--- config.mk ---
export PLATFORM = sky130hd
export DESIGN_NAME = tpms_top
export DESIGN_NICKNAME = d
export VERILOG_FILES = /design/src/rtl/tpms_pkg.sv /design/src/rtl/tpms_oneshot.sv /design/src/rtl/tpms_sync.sv /design/src/rtl/tpms_top.sv
export SDC_FILE = /design/constraint.sdc
export NUM_CORES = 1
export LEC_CHECK = 0
export BUFFER_PORTS_ARGS = -buffer_cell sky130_fd_sc_hd__buf_4
export CAP_MARGIN = 20
export CORE_MARGIN = 8
export CORE_UTILIZATION = 28
export DETAILED_ROUTE_END_ITERATION = 7
export PLACE_DENSITY = 0.47
export SYNTH_ARGS = -nofsm -noshare
export SYNTH_HDL_FRONTEND = slang
export SYNTH_SLANG_ARGS = --single-unit
--- constraint.sdc ---
create_clock -name i_mclk -period 4.65 [get_ports i_mclk]
set_input_delay 0.6975 -clock i_mclk [delete_from_list [all_inputs] [get_ports i_mclk]]
set_output_delay 0.6975 -clock i_mclk [all_outputs]
set_load 0.1 [all_outputs]
--- src/rtl/tpms_pkg.sv ---
// Constants shared by the transmit pulse and motor supervisor
package tpms_pkg;
    localparam int CLK_MHZ = 125;
    // Coarse pulse widths, upper end of each range
    localparam int PW_SP_NS = 100;
    localparam int PW_MP_NS = 250;
    localparam int PW_LP_NS = 450;
    localparam int PW_VLP_NS = 1200;
    localparam int PW_SP_CYC = (PW_SP_NS * CLK_MHZ + 999) / 1000;
    localparam int PW_MP_CYC = (PW_MP_NS * CLK_MHZ + 999) / 1000;
    localparam int PW_LP_CYC = (PW_LP_NS * CLK_MHZ + 999) / 1000;
    localparam int PW_VLP_CYC = (PW_VLP_NS * CLK_MHZ + 999) / 1000;
    // Least spacing between pulses, just above the 3.0 kHz nominal top rate
    localparam int MIN_PRI_NS = 300_000;
    localparam int MIN_PRI_CYC = (MIN_PRI_NS * CLK_MHZ + 999) / 1000;
    localparam int HEAD_NS = 30_000;
    localparam int HEAD_CYC = (HEAD_NS * CLK_MHZ + 999) / 1000;
    localparam int PWM_PERIOD_NS = 40_000;
    localparam int PWM_CYC = PWM_PERIOD_NS * CLK_MHZ / 1000;
    localparam int FAULT_MS = 10_000;
    localparam int FAULT_CYC = FAULT_MS * CLK_MHZ * 1000;
    // Register map
    localparam logic [7:0] REG_CTRL = 8'h00;
    localparam logic [7:0] REG_STAT = 8'h04;
    localparam logic [7:0] REG_MASK = 8'h08;
    localparam logic [7:0] REG_STATE = 8'h0C;
    localparam logic [7:0] REG_DUTY = 8'h10;
    localparam int CTRL_RUN = 0;
    localparam int ST_FIRE = 0;
    localparam int ST_DROP = 1;
    localparam int ST_HEAD = 2;
    localparam int ST_LATCH = 3;
    localparam int ST_OCUT = 4;
    localparam int ST_W = 5;
    localparam logic CTRL_RUN_RST = 1'b0;
    localparam logic [ST_W-1:0] MASK_RST = 5'h00;
    localparam logic [15:0] DUTY_RST = 16'h09C4;
endpackage : tpms_pkg

--- src/rtl/tpms_oneshot.sv ---
// Retriggerable one-shot with abort and optional inverted output
`timescale 1ns/1ps
module tpms_oneshot #(
    parameter int W = 16,
    parameter logic INV = 1'b0
) (
    input wire logic i_mclk,
    input wire logic i_reset_n,
    input wire logic i_start,
    input wire logic i_abort,
    input wire logic [W-1:0] i_len,
    output logic o_out
);
    typedef struct packed {
        logic [W-1:0] cnt;
        logic out;
    } tpms_shot_t;

    tpms_shot_t st_ff;
    tpms_shot_t nxt_st;

    if (W < 2) begin : g_chk
        $error("tpms_oneshot counter too narrow");
    end

    always_comb begin
        nxt_st = st_ff;
        if (i_abort) begin
            nxt_st.cnt = '0;
        end else if (i_start) begin
            nxt_st.cnt = i_len;
        end else if (st_ff.cnt != '0) begin
            nxt_st.cnt = st_ff.cnt - 1'b1;
        end
        nxt_st.out = (nxt_st.cnt != '0) ^ INV;
    end

    always_ff @(posedge i_mclk) begin
        if (!i_reset_n) begin
            st_ff <= '{cnt: '0, out: INV};
        end else begin
            st_ff <= nxt_st;
        end
    end

    assign o_out = st_ff.out;
endmodule : tpms_oneshot

--- src/rtl/tpms_sync.sv ---
// Two-flop synchroniser for asynchronous inputs
`timescale 1ns/1ps
module tpms_sync #(
    parameter int W = 1
) (
    input wire logic i_mclk,
    input wire logic i_reset_n,
    input wire logic [W-1:0] i_async,
    output logic [W-1:0] o_sync
);
    typedef struct packed {
        logic [W-1:0] s1;
        logic [W-1:0] s2;
    } tpms_sync_t;

    tpms_sync_t st_ff;
    tpms_sync_t nxt_st;

    if (W < 1) begin : g_chk
        $error("tpms_sync width must be at least one");
    end

    always_comb begin
        nxt_st.s1 = i_async;
        nxt_st.s2 = st_ff.s1;
    end

    always_ff @(posedge i_mclk) begin
        if (!i_reset_n) begin
            st_ff <= '0;
        end else begin
            st_ff <= nxt_st;
        end
    end

    // Only the second stage is visible
    assign o_sync = st_ff.s2;
endmodule : tpms_sync

--- src/rtl/tpms_top.sv ---
// Transmit pulse and antenna motor supervisor
`timescale 1ns/1ps
module tpms_top
    import tpms_pkg::*;
#(
    parameter int MIN_PRI_CYCLES = MIN_PRI_CYC,
    parameter int PWM_CYCLES = PWM_CYC,
    parameter int FAULT_CYCLES = FAULT_CYC
) (
    input wire logic i_mclk,
    input wire logic i_reset_n,
    input wire logic i_coarse_width_sel_lo,
    input wire logic i_coarse_width_sel_hi,
    input wire logic i_fire_trigger,
    input wire logic i_tx_enable,
    input wire logic i_over_temp,
    input wire logic i_heater_current_ok,
    input wire logic i_heading_sensor_n,
    input wire logic i_rotor_sensor_a,
    input wire logic i_rotor_sensor_b,
    input wire logic i_rotor_sensor_c,
    input wire logic i_over_speed,
    input wire logic i_over_current,
    input wire logic i_tx_reselect,
    input wire logic [7:0] i_addr,
    input wire logic [31:0] i_wdata,
    input wire logic i_wr,
    input wire logic i_rd,
    output logic [31:0] o_rdata,
    output logic o_tx_pulse,
    output logic o_heater_ok,
    output logic o_heading_pulse_n,
    output logic [2:0] o_phase_hi,
    output logic [2:0] o_phase_lo,
    output logic o_position_clk,
    output logic o_brake,
    output logic o_motor_latched,
    output logic o_irq
);
    typedef struct packed {
        logic trig_d;
        logic head_d;
        logic resel_d;
        logic [15:0] pwm_cnt;
        logic pwm_cut;
        logic [31:0] flt_cnt;
        logic latched;
        logic [2:0] hi;
        logic [2:0] lo;
        logic pos_clk;
        logic brake;
        logic heater;
        logic [ST_W-1:0] stat;
        logic [ST_W-1:0] mask;
        logic run;
        logic [15:0] duty;
        logic [31:0] rdata;
        logic irq;
    } tpms_state_t;

    tpms_state_t st_ff;
    tpms_state_t nxt_st;

    if (MIN_PRI_CYCLES < PW_VLP_CYC || MIN_PRI_CYCLES > 65535) begin : g_chk_pri
        $error("MIN_PRI_CYCLES out of range");
    end
    if (PWM_CYCLES < 2 || PWM_CYCLES > 65535) begin : g_chk_pwm
        $error("PWM_CYCLES out of range");
    end
    if (FAULT_CYCLES < 2) begin : g_chk_flt
        $error("FAULT_CYCLES too small");
    end

    localparam logic [15:0] PRI_LEN = 16'(MIN_PRI_CYCLES);
    localparam logic [15:0] PWM_LAST = 16'(PWM_CYCLES - 1);
    localparam logic [31:0] FLT_LAST = 32'(FAULT_CYCLES - 1);

    logic [1:0] sel_s;
    logic trig_s;
    logic en_s;
    logic ot_s;
    logic heat_s;
    logic head_s;
    logic [2:0] hall_s;
    logic ovs_s;
    logic oc_s;
    logic resel_s;

    // Undriven enable relies on the board pull-down to read low
    tpms_sync #(.W(13)) u_sync (
        .i_mclk(i_mclk),
        .i_reset_n(i_reset_n),
        .i_async({i_coarse_width_sel_hi, i_coarse_width_sel_lo, i_fire_trigger,
                  i_tx_enable, i_over_temp, i_heater_current_ok, i_heading_sensor_n,
                  i_rotor_sensor_c, i_rotor_sensor_b, i_rotor_sensor_a,
                  i_over_speed, i_over_current, i_tx_reselect}),
        .o_sync({sel_s, trig_s, en_s, ot_s, heat_s, head_s, hall_s, ovs_s, oc_s,
                 resel_s})
    );

    logic trig_rise;
    logic abort;
    logic fire;
    logic hold_busy;
    logic [15:0] pw_len;
    logic head_fall;

    assign trig_rise = trig_s && !st_ff.trig_d;
    assign abort = !en_s || ot_s;
    assign fire = trig_rise && !abort && !hold_busy;
    assign head_fall = !head_s && st_ff.head_d;

    always_comb begin
        unique case (sel_s)
            2'b00: pw_len = 16'(PW_SP_CYC);
            2'b01: pw_len = 16'(PW_MP_CYC);
            2'b10: pw_len = 16'(PW_LP_CYC);
            2'b11: pw_len = 16'(PW_VLP_CYC);
        endcase
    end

    // Pulse is cut short at once when enable drops or heat rises
    tpms_oneshot #(.W(16), .INV(1'b0)) u_pulse (
        .i_mclk(i_mclk),
        .i_reset_n(i_reset_n),
        .i_start(fire),
        .i_abort(abort),
        .i_len(pw_len),
        .o_out(o_tx_pulse)
    );

    // Hold-off runs on regardless of enable, so a burst cannot sneak through
    tpms_oneshot #(.W(16), .INV(1'b0)) u_hold (
        .i_mclk(i_mclk),
        .i_reset_n(i_reset_n),
        .i_start(fire),
        .i_abort(1'b0),
        .i_len(PRI_LEN),
        .o_out(hold_busy)
    );

    tpms_oneshot #(.W(16), .INV(1'b1)) u_head (
        .i_mclk(i_mclk),
        .i_reset_n(i_reset_n),
        .i_start(head_fall),
        .i_abort(1'b0),
        .i_len(16'(HEAD_CYC)),
        .o_out(o_heading_pulse_n)
    );

    function automatic logic [5:0] commutate(input logic [2:0] h);
        unique case (h)
            3'b101: commutate = {3'b001, 3'b010};
            3'b001: commutate = {3'b001, 3'b100};
            3'b011: commutate = {3'b010, 3'b100};
            3'b010: commutate = {3'b010, 3'b001};
            3'b110: commutate = {3'b100, 3'b001};
            3'b100: commutate = {3'b100, 3'b010};
            default: commutate = 6'h00;
        endcase
    endfunction : commutate

    logic [5:0] comm;
    logic hall_bad;
    logic drive_on;
    logic pwm_on;
    logic fault;
    logic [ST_W-1:0] ev;
    logic [ST_W-1:0] w1c;

    assign comm = commutate(hall_s);
    assign hall_bad = (hall_s == 3'b000) || (hall_s == 3'b111);
    assign drive_on = st_ff.run && !st_ff.latched;
    assign fault = hall_bad || oc_s;

    always_comb begin
        nxt_st = st_ff;
        ev = '0;
        w1c = '0;
        nxt_st.trig_d = trig_s;
        nxt_st.head_d = head_s;
        nxt_st.resel_d = resel_s;
        nxt_st.heater = heat_s;
        nxt_st.pos_clk = ^hall_s;
        nxt_st.brake = ovs_s;

        // PWM period counter and peak current cut
        if (st_ff.pwm_cnt >= PWM_LAST) begin
            nxt_st.pwm_cnt = '0;
            nxt_st.pwm_cut = 1'b0;
        end else begin
            nxt_st.pwm_cnt = st_ff.pwm_cnt + 16'h0001;
        end
        pwm_on = (st_ff.pwm_cnt < st_ff.duty) && !st_ff.pwm_cut;
        if (oc_s && pwm_on) begin
            nxt_st.pwm_cut = 1'b1;
            ev[ST_OCUT] = 1'b1;
        end

        // Fault persistence; a gap in the fault restarts the wait
        if (fault && drive_on) begin
            if (st_ff.flt_cnt >= FLT_LAST) begin
                nxt_st.latched = 1'b1;
                ev[ST_LATCH] = 1'b1;
            end else begin
                nxt_st.flt_cnt = st_ff.flt_cnt + 32'h0000_0001;
            end
        end else begin
            nxt_st.flt_cnt = '0;
        end
        if (resel_s && !st_ff.resel_d) begin
            nxt_st.latched = 1'b0;
            nxt_st.flt_cnt = '0;
        end

        // Bridge drive; braking shorts the windings through the low side
        if (ovs_s) begin
            nxt_st.hi = 3'b000;
            nxt_st.lo = 3'b111;
        end else if (drive_on && !(oc_s && pwm_on)) begin
            nxt_st.hi = comm[5:3];
            nxt_st.lo = pwm_on ? comm[2:0] : 3'b000;
        end else begin
            nxt_st.hi = 3'b000;
            nxt_st.lo = 3'b000;
        end

        ev[ST_FIRE] = fire;
        ev[ST_DROP] = trig_rise && !fire;
        ev[ST_HEAD] = head_fall;

        // Register writes; a new event wins over its clear
        if (i_wr) begin
            unique case (i_addr)
                REG_CTRL: nxt_st.run = i_wdata[CTRL_RUN];
                REG_STAT: w1c = i_wdata[ST_W-1:0];
                REG_MASK: nxt_st.mask = i_wdata[ST_W-1:0];
                REG_DUTY: nxt_st.duty = i_wdata[15:0];
                default: ;
            endcase
        end
        nxt_st.stat = (st_ff.stat & ~w1c) | ev;
        nxt_st.irq = |(nxt_st.stat & nxt_st.mask);

        // Read data stands for one cycle only
        nxt_st.rdata = '0;
        if (i_rd) begin
            unique case (i_addr)
                REG_CTRL: nxt_st.rdata = {31'h0000_0000, st_ff.run};
                REG_STAT: nxt_st.rdata = {27'h000_0000, st_ff.stat};
                REG_MASK: nxt_st.rdata = {27'h000_0000, st_ff.mask};
                REG_STATE: nxt_st.rdata = {21'h00_0000, ovs_s, oc_s, ot_s, en_s,
                                           st_ff.heater, st_ff.latched, hall_s,
                                           sel_s};
                REG_DUTY: nxt_st.rdata = {16'h0000, st_ff.duty};
                default: nxt_st.rdata = '0;
            endcase
        end
    end

    always_ff @(posedge i_mclk) begin
        if (!i_reset_n) begin
            st_ff <= '0;
            st_ff.run <= CTRL_RUN_RST;
            st_ff.mask <= MASK_RST;
            st_ff.duty <= DUTY_RST;
        end else begin
            st_ff <= nxt_st;
        end
    end

    assign o_rdata = st_ff.rdata;
    assign o_heater_ok = st_ff.heater;
    assign o_phase_hi = st_ff.hi;
    assign o_phase_lo = st_ff.lo;
    assign o_position_clk = st_ff.pos_clk;
    assign o_brake = st_ff.brake;
    assign o_motor_latched = st_ff.latched;
    assign o_irq = st_ff.irq;

    // Width checker: length of each pulse not cut by abort against the decoded range
    logic [15:0] chk_len;
    logic [15:0] chk_exp;
    logic chk_cut;
    always_ff @(posedge i_mclk) begin
        if (!i_reset_n) begin
            chk_len <= '0;
            chk_exp <= '0;
            chk_cut <= 1'b0;
        end else if (fire) begin
            chk_len <= '0;
            chk_exp <= pw_len;
            chk_cut <= 1'b0;
        end else begin
            if (o_tx_pulse) begin
                chk_len <= chk_len + 16'h0001;
            end
            if (abort) begin
                chk_cut <= 1'b1;
            end
        end
    end
endmodule : tpms_top

==> flow_summary.toml <==
[outcome]
status = "completed"

[clock_network]
clk-insertion-delay-late_ps = 440
clkSlewWorstSetupHoldPaths_ps = 70
cts_made_buffers = 17
cts_resized = 0
root_buffer = "clkbuf_16"
cts_setup_buffers = 0
cts_htree_levels = 4
cts.sinks = 183
cts_tree = "built"
ctsHoldBuffers = 0
clockBufferDepth = 2

[yosys]
async_reset_ff_frac = 0
yosysTopAreaCell = "dfxtp_1"
yosysWarnings = 0
syn_area_sq_um = 9045
synthFlopType = "dfxtp_1"
netlist_instances = 1058
synth_edf_count = 0
synthSimpleGateAreaFrac = 0.2728
synth_compound_area_frac = 0.1410
avgSynthCellArea_sq_um = 8.549
ys_top_cells_by_count = "183 x dfxtp_1, 95 x nand2_1, 94 x nor2_1, 56 x a21oi_1, 43 x inv_1"
synth-adder-area-share = 0.04288
synth_area_leaders = "dfxtp_1 41%, ha_1 4.3%, nand2_1 3.9%"
synth_seq_cells = 183
synthMuxAreaShare = 0.02435
synthMostInstantiatedCell = "dfxtp_1"
synth_cell_types = 68
synth_top_area_share = 0.4050
yosysSeqAreaShare = 0.4050
synth_top_family_by_area = "simple AND/OR/NAND/NOR gates"
synth_xor_area_frac = 0.04261

[min_path]
min_to = "u_sync.o_sync[11]"
worstHoldStart = "u_sync.nxt_st[11]"
min_path_type = "reg -> reg"
whs_path_depth = 1

[power_and_ir_drop]
switchingPower_mw = 1.475
clockPowerShare = 0.328
power.density_nw_per_um2 = 427.2
leakagePower_nw = 3.830
p_sw_frac = 0.3353
comb_power_share = 0.255
internal_power_mw = 2.924
p_seq_frac = 0.418
vdd_drop_max_uv = 254.9

[timing]
clock_skew_ps = 11.51
max-slew-margin-rel = 0.4643
finalHoldViolations = 0
max_clock_freq_mhz = 346.6
period_minus_slack_ps = 2885
drv_slew = 0
setup_viol = 0
tightest_slew_ps = 800.0
fin_crit_sh = 0.6205
fin_tns_setup_ps = 0
rsz0062_at_grt = "false"

[cells_and_area]
area_delta_synth_final_pct = 13.83
multi_input_area_sq_um = 4815
fill_cells = 3396
diodes = 0
final_area_sq_um = 10300
instances_no_fill = 1504
final_nets = 1171
drive_gt1_frac = 0.1259
regArea_sq_um = 3664

[route]
maxUsedRoutingLayer = "met4"
firstDrtPassIters = 5
num_vias = 7324
route.met2.wl_um = 10960
vias_per_cell = 4.870
post_drt_wl_per_cell_um = 15.56
wl_met3_um = 862
drc = 0
drtAntennaViolNets = 0
dr.first_iter.drc_count = 421
wl_um = 23400
wl_met1_um = 11260

[placement]
gp_congestion = 0.7820
dp_hpwl_um = 17120
dp_cells = 1472
placedInstanceArea_sq_um = 9721
port_buffers = 69

[setup_path]
start_kind = "flip-flop"
rrSetupSlack_ps = 1760
worst_r2r_path_depth = 7
crit_type = "reg -> reg"
end_kind = "flip-flop"
r2r-end = "st_ff[80]"
critical_path_arrival_ps = 3250
critPathRequiredTime_ps = 5020
crit_fanout = 32
r2r-start = "st_ff[87]"

[grt]
grt_overflow_total = 0
antenna_found_initial = 0
grt_pass1_vias = 7122
grt_pass1_wl_um = 38240
grt_max_degree = 40
grt_usage = 0.1232

[floorplanning]
rows = 66
pin_count = 102
start_util = 0.2808
die-area_sq_um = 38310
dieWidth_um = 195.7
fp.dieH_um = 195.7
coreArea_sq_um = 32210

[run]
maxCapViolCount = 0
worst max-delay path, stage by stage, from the launching register on:
cell and delay (ps):
dfxtp_1 340, or4_1 540, or3_4 360, a2111oi_4 380, a21oi_4 230, buf_4 280, or4_1 520, a21oi_1 150
through the flow:
stage	total power [mW]	hold slack, ps	utilization	worst slack (ps)
CTS	4.454	439.2	0.3197	1754
global route	4.693	442.8	0.3197	1565
detailed placement	2.997	420.9	0.3018	1410
finish	4.399	434.1	0.3197	1765
floorplan	2.765	410.2	-	1954
global placement	2.993	422.6	0.3015	1424
routing by layer:
metal,up-vias,global-route usage
li1,3763,-
met1,3423,0.1582
met2,119,0.2044
met3,19,0.02656
met4,0,0.03706
met5,-,0
layout by cell type, fill, tap and decap left out, types with 19 or more instances in the layout:
cell type  netlist  routed
a21oi_1         56      56
and2_1          39      39
buf_4           38      74
conb_1           1      19
dfxtp_1        183     183
ha_1            31      31
inv_1           43      43
nand2_1         95      95
nand3_1         32      32
nand4_1         21      21
nor2_1          94      94
nor3_1          29      29
nor4_1          20      20
o21ai_0         36      36
or3_1           30      30
xnor2_1         26      26
sequential cells by signal, indices dropped and copies added, names as in the netlist, 3 cells and up:
name and cells:
u_head.st_ff 16, u_sync.nxt_st 13, o_phase_lo 3, o_phase_hi 3, u_sync.o_sync 13, u_hold.st_ff 16
o_rdata 16, st_ff 79, u_pulse.st_ff 16
cells by family after synthesis:
family,count (synthesis)
AOI/OAI and AO/OA,192
xor gates and xnor gates,44
adders and majority gates,31
buffers and inverters,131
DFF,183
muxes,21
other,1
and+or+nand+nor,455
area by class of cell:
type                            count  area share
Clock inverter                     12     0.01154
Inverter                           44     0.01604
Multi-Input combinational cell    762      0.4676
Sequential cell                   183      0.3558
Clock buffer                       20     0.04436
Timing Repair Buffer               75     0.05505
Tap cell                          408     0.04958
how the worst max path moves through the flow:
| stage | from | end | slack, ps | depth (start not counted) |
|---|---|---|---|---|
| 2_1_floorplan | i_addr[0] | st_ff[33] | 1950 | 8 |
| 3_3_place_gp | i_addr[0] | st_ff[45] | 1420 | 7 |
| 3_5_place_dp | i_addr[0] | st_ff[34] | 1410 | 7 |
| 4_1_cts | st_ff[87] | st_ff[80] | 1750 | 7 |
| 5_1_grt | u_head.st_ff[1] | u_head.o_out | 1570 | 8 |
| 6_report | st_ff[87] | st_ff[80] | 1760 | 7 |
power groups by stage:
stage | Sequential [mW] | Combinational [mW] | Clock, mW
6_report | 1.84 | 1.12 | 1.44
5_1_grt | 1.86 | 1.28 | 1.56
2_1_floorplan | 1.82 | 0.946 | 0
4_1_cts | 1.84 | 1.13 | 1.49
3_3_place_gp | 1.87 | 1.12 | 0
3_5_place_dp | 1.87 | 1.12 | 0
No activity file was read; power rests on OpenSTA's default activity.
